==> config.mk <==
export PLATFORM = sky130hd
export DESIGN_NAME = mem_decode
export DESIGN_NICKNAME = d
export VERILOG_FILES = /design/src/rtl/mem_decode_pkg.sv /design/src/rtl/mem_decode.sv
export SDC_FILE = /design/constraint.sdc
export NUM_CORES = 1
export LEC_CHECK = 0
export BUFFER_PORTS_ARGS = -buffer_cell sky130_fd_sc_hd__buf_4
export CORE_MARGIN = 2
export CORE_UTILIZATION = 53
export CTS_CLUSTER_SIZE = 28
export DETAILED_ROUTE_END_ITERATION = 6
export GPL_TIMING_DRIVEN = 0
export PLACE_DENSITY = 0.82
export SKIP_LAST_GASP = 1
export SLEW_MARGIN = 30
export SYNTH_ARGS = -nofsm -noshare
export SYNTH_HDL_FRONTEND = slang
export SYNTH_SLANG_ARGS = --single-unit
==> constraint.sdc <==
create_clock -name mclk_in -period 2.47 [get_ports mclk_in]
set_clock_uncertainty 0.1 [all_clocks]
set_input_delay 0.3705 -clock mclk_in [delete_from_list [all_inputs] [get_ports mclk_in]]
set_output_delay 0.3705 -clock mclk_in [all_outputs]
set_load 0.02 [all_outputs]
==> src/rtl/mem_decode_pkg.sv <==
// Constants, register map and carrier types for the bridge memory decoder.
// Assumes an APB master with 32-bit data; registers sit one per aligned word.
// How it works
// - An 8-bit main memory top register maps to PCI address bits 28 to 21, 2 MByte steps to 512 MByte.
// - Main memory select asserts from 2 MByte up to and including the top boundary, except inside the main hole.
// - Top value ffh reaches 512 MByte minus one and value 00h disables the region above 2 MByte.
// - Forward control bits 7 to 4 give an ISA top of memory of n plus one MByte.
// - ISA or DMA cycles from 1 MByte up to the ISA top of memory go to PCI unless inside the ISA hole.
// - Forward control bits 0 to 3 enable the 0-512K, 512-640K, 640-768K and 896-960K blocks.
// - When the lower firmware enable (utility select A bit 6) is set, 896-960K stays on ISA.
// - Each ROM block enable bit forwards one 16 KByte block from 768K up to 896K.
// - A clear ROM block enable bit keeps that block on ISA.
// - ISA addresses from 1 MByte up that lie from hole bottom to hole top, compared on bits 23 to 16, are not forwarded.
// - The hole is placed in 64 KByte units and its top value includes its whole block.
// - Only addresses with bits 31 to 24 all zero can fall in the ISA hole.
// - A hole top below hole bottom disables the hole; reset values 10h and 0fh do so.
// - The main hole bounded by the main hole bottom and top registers suppresses main memory select.
// - With the master enable (bit 4 of the main control register) clear, main select never asserts.
package mem_decode_pkg;
   localparam logic [7:0] ADDR_MAIN_CONTROL   = 8'h44;
   localparam logic [7:0] ADDR_MAIN_HOLE_BOT  = 8'h45;
   localparam logic [7:0] ADDR_MAIN_HOLE_TOP  = 8'h46;
   localparam logic [7:0] ADDR_MAIN_TOP       = 8'h47;
   localparam logic [7:0] ADDR_ISA_FWD_CTRL   = 8'h48;
   localparam logic [7:0] ADDR_ISA_ROM_EN     = 8'h49;
   localparam logic [7:0] ADDR_ISA_HOLE_BOT   = 8'h4a;
   localparam logic [7:0] ADDR_ISA_HOLE_TOP   = 8'h4b;
   localparam logic [7:0] ADDR_UTIL_SEL_A     = 8'h4e;

   localparam logic [7:0] RST_MAIN_CONTROL    = 8'h00;
   localparam logic [7:0] RST_MAIN_HOLE_BOT   = 8'h10;
   localparam logic [7:0] RST_MAIN_HOLE_TOP   = 8'h0f;
   localparam logic [7:0] RST_MAIN_TOP        = 8'h00;
   localparam logic [7:0] RST_ISA_FWD_CTRL    = 8'h01;
   localparam logic [7:0] RST_ISA_ROM_EN      = 8'h00;
   localparam logic [7:0] RST_ISA_HOLE_BOT    = 8'h10;
   localparam logic [7:0] RST_ISA_HOLE_TOP    = 8'h0f;
   localparam logic [7:0] RST_UTIL_SEL_A      = 8'h07;

   localparam logic [7:0] MASK_MAIN_CONTROL   = 8'h1f;

   localparam int MAIN_MASTER_EN_BIT = 4;
   localparam int LOWER_FW_EN_BIT    = 6;
   localparam int ISA_TOP_LSB        = 4;
   localparam int BLK_LOW512         = 0;
   localparam int BLK_512_640        = 1;
   localparam int BLK_VIDEO          = 2;
   localparam int BLK_LOW_FW         = 3;

   // Address boundaries in bytes for the blocks below 1 MByte and the 2 MByte start of main memory.
   localparam logic [31:0] KB512   = 32'h0008_0000;
   localparam logic [31:0] KB640   = 32'h000a_0000;
   localparam logic [31:0] KB768   = 32'h000c_0000;
   localparam logic [31:0] KB896   = 32'h000e_0000;
   localparam logic [31:0] KB960   = 32'h000f_0000;
   localparam logic [31:0] MB1     = 32'h0010_0000;
   localparam logic [31:0] MB2     = 32'h0020_0000;

   typedef struct packed {
      logic [7:0] main_control;
      logic [7:0] main_hole_bottom;
      logic [7:0] main_hole_top;
      logic [7:0] main_memory_top;
      logic [7:0] isa_forward_control;
      logic [7:0] isa_rom_block_enable;
      logic [7:0] isa_hole_bottom;
      logic [7:0] isa_hole_top;
      logic [7:0] utility_chip_select_a;
   } cfg_s;
endpackage

==> src/rtl/mem_decode.sv <==
// Memory address decoder of the bridge: main memory select and ISA forwarding.
// Assumes an APB master on mclk_in; the address inputs are same-clock qualified.
`timescale 1ns/1ps
`default_nettype none
module mem_decode (
   input  wire logic        mclk_in,
   input  wire logic        rst_n_in,
   input  wire logic        psel_in,
   input  wire logic        penable_in,
   input  wire logic        pwrite_in,
   input  wire logic [11:0] paddr_in,
   input  wire logic [31:0] pwdata_in,
   input  wire logic [3:0]  pstrb_in,
   output logic      [31:0] prdata_out,
   output logic             pready_out,
   output logic             pslverr_out,
   input  wire logic [31:0] pci_addr_in,
   input  wire logic        pci_valid_in,
   input  wire logic [31:0] isa_addr_in,
   input  wire logic        isa_valid_in,
   output logic             main_memory_select_out,
   output logic             isa_to_pci_out
);
   mem_decode_pkg::cfg_s cfg;
   logic [31:0]          rdata;
   logic                 sel_main;
   logic                 fwd_isa;

   wire        acc        = psel_in & penable_in;
   wire        wr         = acc & pwrite_in & pstrb_in[0];

   // The address is passed in so that every decode follows a change of paddr_in.
   function automatic logic hit(input logic [11:0] pa, input logic [7:0] a);
      hit = (pa[1:0] == 2'b00) && (pa[11:10] == 2'b00) && (pa[9:2] == a);
   endfunction

   wire h_mc  = hit(paddr_in, mem_decode_pkg::ADDR_MAIN_CONTROL);
   wire h_mhb = hit(paddr_in, mem_decode_pkg::ADDR_MAIN_HOLE_BOT);
   wire h_mht = hit(paddr_in, mem_decode_pkg::ADDR_MAIN_HOLE_TOP);
   wire h_mt  = hit(paddr_in, mem_decode_pkg::ADDR_MAIN_TOP);
   wire h_fc  = hit(paddr_in, mem_decode_pkg::ADDR_ISA_FWD_CTRL);
   wire h_rb  = hit(paddr_in, mem_decode_pkg::ADDR_ISA_ROM_EN);
   wire h_ihb = hit(paddr_in, mem_decode_pkg::ADDR_ISA_HOLE_BOT);
   wire h_iht = hit(paddr_in, mem_decode_pkg::ADDR_ISA_HOLE_TOP);
   wire h_us  = hit(paddr_in, mem_decode_pkg::ADDR_UTIL_SEL_A);
   wire mapped = h_mc | h_mhb | h_mht | h_mt | h_fc | h_rb | h_ihb | h_iht | h_us;

   // Zero-wait slave; unmapped offsets answer with an error and read zero.
   assign pready_out  = 1'b1;
   assign pslverr_out = acc & ~mapped;

   wire [7:0] rsel = h_mc  ? cfg.main_control :
                     h_mhb ? cfg.main_hole_bottom :
                     h_mht ? cfg.main_hole_top :
                     h_mt  ? cfg.main_memory_top :
                     h_fc  ? cfg.isa_forward_control :
                     h_rb  ? cfg.isa_rom_block_enable :
                     h_ihb ? cfg.isa_hole_bottom :
                     h_iht ? cfg.isa_hole_top :
                     h_us  ? cfg.utility_chip_select_a : 8'h00;
   assign rdata = {24'h00_0000, rsel};
   assign prdata_out = rdata;

   always_ff @(posedge mclk_in or negedge rst_n_in) begin
      if (!rst_n_in) begin
         cfg.main_control          <= mem_decode_pkg::RST_MAIN_CONTROL;
         cfg.main_hole_bottom      <= mem_decode_pkg::RST_MAIN_HOLE_BOT;
         cfg.main_hole_top         <= mem_decode_pkg::RST_MAIN_HOLE_TOP;
         cfg.main_memory_top       <= mem_decode_pkg::RST_MAIN_TOP;
         cfg.isa_forward_control   <= mem_decode_pkg::RST_ISA_FWD_CTRL;
         cfg.isa_rom_block_enable  <= mem_decode_pkg::RST_ISA_ROM_EN;
         cfg.isa_hole_bottom       <= mem_decode_pkg::RST_ISA_HOLE_BOT;
         cfg.isa_hole_top          <= mem_decode_pkg::RST_ISA_HOLE_TOP;
         cfg.utility_chip_select_a <= mem_decode_pkg::RST_UTIL_SEL_A;
      end else if (wr) begin
         if (h_mc) begin
            cfg.main_control <= pwdata_in[7:0] & mem_decode_pkg::MASK_MAIN_CONTROL;
         end
         if (h_mhb) begin
            cfg.main_hole_bottom <= pwdata_in[7:0];
         end
         if (h_mht) begin
            cfg.main_hole_top <= pwdata_in[7:0];
         end
         if (h_mt) begin
            cfg.main_memory_top <= pwdata_in[7:0];
         end
         if (h_fc) begin
            cfg.isa_forward_control <= pwdata_in[7:0];
         end
         if (h_rb) begin
            cfg.isa_rom_block_enable <= pwdata_in[7:0];
         end
         if (h_ihb) begin
            cfg.isa_hole_bottom <= pwdata_in[7:0];
         end
         if (h_iht) begin
            cfg.isa_hole_top <= pwdata_in[7:0];
         end
         if (h_us) begin
            cfg.utility_chip_select_a <= pwdata_in[7:0];
         end
      end
   end

   // Hole test shared by both decoders; top includes its whole 64K block.
   function automatic logic in_hole(input logic [31:0] a, input logic [7:0] bot,
                                    input logic [7:0] top);
      in_hole = (a[31:24] == 8'h00) && (top >= bot) && (a[23:16] >= bot) && (a[23:16] <= top);
   endfunction

   // Boundary at bits 28 to 21.
   // ffh reaches 512M-1; 00h covers nothing above 2M.
   wire main_top_hit = (pci_addr_in[31:29] == 3'b000) &&
                       (pci_addr_in[28:21] <= cfg.main_memory_top);
   wire main_range   = (pci_addr_in >= mem_decode_pkg::MB2) && main_top_hit;
   wire main_hole    = in_hole(pci_addr_in, cfg.main_hole_bottom, cfg.main_hole_top);
   wire main_en      = cfg.main_control[mem_decode_pkg::MAIN_MASTER_EN_BIT];
   assign sel_main   = pci_valid_in & main_en & main_range & ~main_hole;

   wire [3:0] fc_en  = cfg.isa_forward_control[3:0];
   wire [3:0] isa_tp = cfg.isa_forward_control[7:4];
   // Top is n plus one MByte.
   wire [4:0] isa_top_mb = {1'b0, isa_tp} + 5'd1;
   // 1 MByte up to ISA top.
   wire hi_range = (isa_addr_in[31:24] == 8'h00) && (isa_addr_in >= mem_decode_pkg::MB1) &&
                   ({1'b0, isa_addr_in[23:20]} < isa_top_mb);
   wire a_lo    = isa_addr_in < mem_decode_pkg::KB512;
   wire a_512   = (isa_addr_in >= mem_decode_pkg::KB512) && (isa_addr_in < mem_decode_pkg::KB640);
   wire a_vid   = (isa_addr_in >= mem_decode_pkg::KB640) && (isa_addr_in < mem_decode_pkg::KB768);
   wire a_rom   = (isa_addr_in >= mem_decode_pkg::KB768) && (isa_addr_in < mem_decode_pkg::KB896);
   wire a_fw    = (isa_addr_in >= mem_decode_pkg::KB896) && (isa_addr_in < mem_decode_pkg::KB960);
   wire fw_hold = cfg.utility_chip_select_a[mem_decode_pkg::LOWER_FW_EN_BIT];
   // Clear bit keeps block on ISA.
   wire rom_fwd = a_rom && cfg.isa_rom_block_enable[isa_addr_in[16:14]];
   wire low_fwd = (a_lo  & fc_en[mem_decode_pkg::BLK_LOW512]) |
                  (a_512 & fc_en[mem_decode_pkg::BLK_512_640]) |
                  (a_vid & fc_en[mem_decode_pkg::BLK_VIDEO]) |
                  (a_fw  & fc_en[mem_decode_pkg::BLK_LOW_FW] & ~fw_hold);
   // Hole compare on bits 23 to 16.
   wire isa_hole = in_hole(isa_addr_in, cfg.isa_hole_bottom, cfg.isa_hole_top);
   // Otherwise the cycle stays on ISA.
   assign fwd_isa = isa_valid_in & (low_fwd | rom_fwd | (hi_range & ~isa_hole));

   // Registered so both decisions are glitch-free one cycle after the address.
   always_ff @(posedge mclk_in or negedge rst_n_in) begin
      if (!rst_n_in) begin
         main_memory_select_out <= 1'b0;
         isa_to_pci_out         <= 1'b0;
      end else begin
         main_memory_select_out <= sel_main;
         isa_to_pci_out         <= fwd_isa;
      end
   end
endmodule // mem_decode
`default_nettype wire

==> impl_summary.md <==
Hold path
Counting instances, the worst hold path has a depth of 3. The worst min-delay path category is in2reg. The startpoint identified for the worst hold timing path is isa_addr_in[24]. For hold timing, the worst endpoint is isa_to_pci_out.

STA
After layout, the worst path uses 101% of the clock period. The max-slew violation total from the final report is 0. The number of hold violations in the final report is 0. At the pin with the least slew margin, the transition time is between 0.7 and 0.8 ns.

Setup violations remaining at the end of the flow were counted as 3. Setup repair after global routing could not meet its margin everywhere. The maximum clock frequency is 0.400 GHz.

The final worst slack is -0.0325 ns. The minimum clock period after layout is approximately 2.5 ns. The worst relative slew slack is between 40% and 50%.

Synth
The share of async-settable or async-resettable flops after synthesis is 100%. The number of flops mapped to enable cells by yosys is 0. By area the synthesized netlist is led by sky130_fd_sc_hd__dfrtp_1 (27%), sky130_fd_sc_hd__ha_1 (14%), sky130_fd_sc_hd__mux2_2 (10%), sky130_fd_sc_hd__dfstp_2 (7.1%), sky130_fd_sc_hd__o21ai_0 (4.8%). The post-synthesis instance area is approximately 5200 sq um.

The largest total area in the synthesized netlist belongs to sky130_fd_sc_hd__dfrtp_1. The count of different cell masters after synthesis is 60. The most frequently used flop master after synthesis is sky130_fd_sc_hd__dfrtp_1. The share of the Yosys chip area taken by registers is 34.6%. The average size of a mapped cell is 9.78 sq um. The proportion of netlist area held by the largest area contributor is 27.5%.

The post-synthesis instance total is between 500 and 600. In this run, synthesis produced a sequential element count of ~70. The total number of yosys warnings is 0.

Pwr
The reported leakage power is 3.18 nW. The largest vdd supply drop is between 300 and 400 uV. After layout, the design draws a total of ~0.0026 W. The power per standard cell area is slightly above 400 nW/um^2.

GRT
The initial antenna violation count came to 0. The total global-route track usage is around 27%. The wire length of the first global-routing pass is 22.0 mm. The global route total overflow is 0.

The maximum number of pins on one net before global-route repair is a little over 70. The via count of the first global-routing pass is 4,408.

Critical path
The setup slack of the worst register-to-register path is about 0.14 ns. In this run the critical register-to-register path is launched from cfg[29]. The largest single stage delay on the critical path is about 0.41 ns. The worst setup path is of the in2out kind.

The critical path data required time is around 2.0 ns. The cell count of the worst reg-to-reg path is 6. The worst register-to-register path ends at isa_to_pci_out. The slowest cell on the critical path is sky130_fd_sc_hd__nor2b_1. STA classifies the critical path startpoint as a primary input. The signal on the critical path passes through buf_4, nor2b_1, o2bb2ai_1, a21oi_1, nor3_2, o32ai_2, a21oi_2, buf_4.

The worst path arrival time is slightly above 2 ns. The critical path endpoint category is an output port. The most numerous cell on the critical path is sky130_fd_sc_hd__buf_4. The count of buffering cells on the critical path with inverters included is 2. The critical-path maximum fanout is 12. The cell family contributing the most delay on the critical path is simple AND/OR/NAND/NOR gates.

Flow run
The max-cap check violation count is 0.

Clocking
CTS built an H-tree with a depth of 3. No sink is reached through more buffers than the 2 on the longest clock path. The clock-pin slew on the worst setup and hold paths is 0.08 ns. The buffer type at the clock tree root is sky130_fd_sc_hd__clkbuf_8. The clock latency of the later-clocked register in the worst-skew pair is ~0.35 ns. Counting every sink on the clock net gives 71. The CTS tree is built. Clock tree synthesis inserted a total of 9 buffers.

Place
The routability congestion estimate from global placement is just over 0.9. The half-perimeter wire length after detailed placement is 10.7 mm. Prior to clock tree synthesis, the placed netlist has a worst setup slack of -0.486 ns.

Including well taps, the total number of placed cells is roughly 750. Port buffering added 66 buffers.

Detailed routing
The post-route antenna net violation count is 0. The detailed-router iteration count before antenna repair is 6. The via count of the routed design is around 4,500. After detailed routing, the total wire length is about 14 mm. Using the TritonRoute via totals, the vias-per-cell ratio works out to 5.74.

The final routed DRC violation total is 0. The routed length per placed instance is 18.2 um. The iteration-0 DRC count of the detailed router is around 320.

Floorplanning
The width of the die is 103 um. The core region is roughly 9600 sq um. The count of pins on the block boundary is about 160. Once the floorplan was initialized, standard cells occupied between 50 and 60% of the core. The overall die height is slightly above 100 um. The floorplan has 36 rows. The die covers between 10,000 and 15,000 sq um.

Layout
0 antenna diodes ended up in the layout. After the last flow step, the layout net total stands at just over 800. The finished layout holds about 780 standard cells, fillers aside. The area growth from synthesis to layout is 21.5%. The share of cells above drive strength 1 is a little under a third.

Run status
The flow ran to the end, but the final reports show violations. The final reports fail on negative setup slack.
==> metal layers <==
metal / vias up / share of wire (%) / GRT usage [%]
met5: - / 0 / 0
met4: 0 / 2.4 / 9.72
met3: 37 / 9.0 / 7.25
met2: 220 / 46 / 44.1
met1: 2117 / 42 / 35.8
li1: 2079 / - / -
==> registers in the layout, summed over array words and instances (netlist names) <==
name / flops
cfg: 69
isa_to_pci_out: 1
main_memory_select_out: 1
==> cell families (layout without fill, tap and decap cells) <==
logic type / Yosys count / in the layout / share of synthesized area, %
xor+xnor: 2 / 2 / 0.337
fa+ha+maj: 60 / 60 / 14.5
flops: 71 / 71 / 34.6
compound gates: 123 / 123 / 14.7
other cells: 2 / 25 / 0.145
mux: 68 / 68 / 15.9
buf+inv: 87 / 176 / 8.17
simple gates: 118 / 118 / 11.8
==> layout by cell type, fill, tap and decap left out, types with 14 or more instances in the layout <==
cell / n
sky130_fd_sc_hd__buf_4: 97
sky130_fd_sc_hd__ha_1: 60
sky130_fd_sc_hd__dfrtp_1: 57
sky130_fd_sc_hd__o21ai_0: 48
sky130_fd_sc_hd__mux2_2: 46
sky130_fd_sc_hd__inv_1: 45
sky130_fd_sc_hd__nand2_1: 41
sky130_fd_sc_hd__conb_1: 25
sky130_fd_sc_hd__a21oi_1: 23
sky130_fd_sc_hd__nor2_1: 21
sky130_fd_sc_hd__dfstp_2: 14
==> worst register-to-register path, stage by stage, from the launching register on <==
cell	delay (ns)
sky130_fd_sc_hd__dfrtp_1	0.42
sky130_fd_sc_hd__mux4_1	0.54
sky130_fd_sc_hd__mux2_2	0.28
sky130_fd_sc_hd__mux4_2	0.46
sky130_fd_sc_hd__mux2_4	0.28
sky130_fd_sc_hd__nand2_1	0.07
sky130_fd_sc_hd__a21oi_1	0.06
==> cell type report <==
type / instances / area, sq um
clock buffers: 10 / 138
inverters: 45 / 169
multi-input cells: 396 / 3120
fillers: 786 / 3330
repair buffers: 74 / 571
plain buffers: 41 / 259
flip-flops and latches: 71 / 1790
well taps: 133 / 166
clock inverters: 6 / 91.3
==> where the power goes <==
group / internal (W) / leakage, nW / total (W) / switching [W]
combinational: 0.000152 / 2.21 / 0.000358 / 0.000206
clock: 0.000603 / 0.117 / 0.00107 / 0.000463
sequential: 0.00116 / 0.853 / 0.00116 / 0.000000842
==> per-stage QoR <==
| step | hold slack (ns) | setup TNS [ns] | instance area (sq um) | util [%] |
|---|---|---|---|---|
| after floorplan | -0.0251 | 0 | 5280 | - |
| after global placement | 0.389 | -3.32 | 5940 | 61.7 |
| after detailed placement | 0.396 | -5.62 | 5940 | 61.7 |
| after CTS | 0.0662 | 0 | 6210 | 64.5 |
| after global routing | 0.176 | -0.218 | 6310 | 65.4 |
| final | 0.173 | -0.0460 | 6310 | 65.4 |
==> worst max-delay path by stage <==
stage,from,end,cells after the start
after floorplan,paddr_in[2],prdata_out[3],5
after global placement,paddr_in[2],prdata_out[3],7
after detailed placement,paddr_in[2],prdata_out[2],8
after CTS,paddr_in[6],prdata_out[4],9
after global routing,paddr_in[11],prdata_out[4],8
final,paddr_in[2],prdata_out[4],8
==> cell usage after synthesis, types with 2 or more instances <==
cell type                   number
sky130_fd_sc_hd__mux4_2          2
sky130_fd_sc_hd__nor2_1         21
sky130_fd_sc_hd__nor2_2          3
sky130_fd_sc_hd__a21oi_1        24
sky130_fd_sc_hd__a211oi_1        4
sky130_fd_sc_hd__dfrtp_1        57
sky130_fd_sc_hd__a222oi_1        3
sky130_fd_sc_hd__nor4_1          2
sky130_fd_sc_hd__o21ai_0        50
sky130_fd_sc_hd__buf_1           3
sky130_fd_sc_hd__or3_1           2
sky130_fd_sc_hd__buf_4          25
sky130_fd_sc_hd__o2111ai_1       2
sky130_fd_sc_hd__mux4_1          2
sky130_fd_sc_hd__nor3b_1         2
sky130_fd_sc_hd__ha_1           60
sky130_fd_sc_hd__o21a_1          6
sky130_fd_sc_hd__mux2_4          6
sky130_fd_sc_hd__o22ai_1         6
sky130_fd_sc_hd__nand2_1        42
sky130_fd_sc_hd__o211ai_1        4
sky130_fd_sc_hd__nand4_1         5
sky130_fd_sc_hd__and3_1          2
sky130_fd_sc_hd__mux2_2         46
sky130_fd_sc_hd__nor2b_1         8
sky130_fd_sc_hd__a31oi_1         2
sky130_fd_sc_hd__nor3_1          8
sky130_fd_sc_hd__buf_2           3
sky130_fd_sc_hd__conb_1          2
sky130_fd_sc_hd__dfstp_2        14
sky130_fd_sc_hd__nand3_1         6
sky130_fd_sc_hd__a32oi_1         2
sky130_fd_sc_hd__clkbuf_1       11
sky130_fd_sc_hd__inv_1          45
sky130_fd_sc_hd__mux2i_1        12
sky130_fd_sc_hd__a21o_1          7
sky130_fd_sc_hd__nand2b_1        8
sky130_fd_sc_hd__a211o_1         2
==> timing repair <==
| action | in CTS | in global routing |
|---|---|---|
| hold endpoints to repair | 0 | 31 |
| pin swaps | 4 | 10 |
| hold buffers | 0 | 1 |
| buffers inserted | 2 | 4 |
| setup endpoints to repair | 8 | 8 |
| resized for setup | 8 | 14 |
No activity file was read; power rests on OpenSTA's default activity.
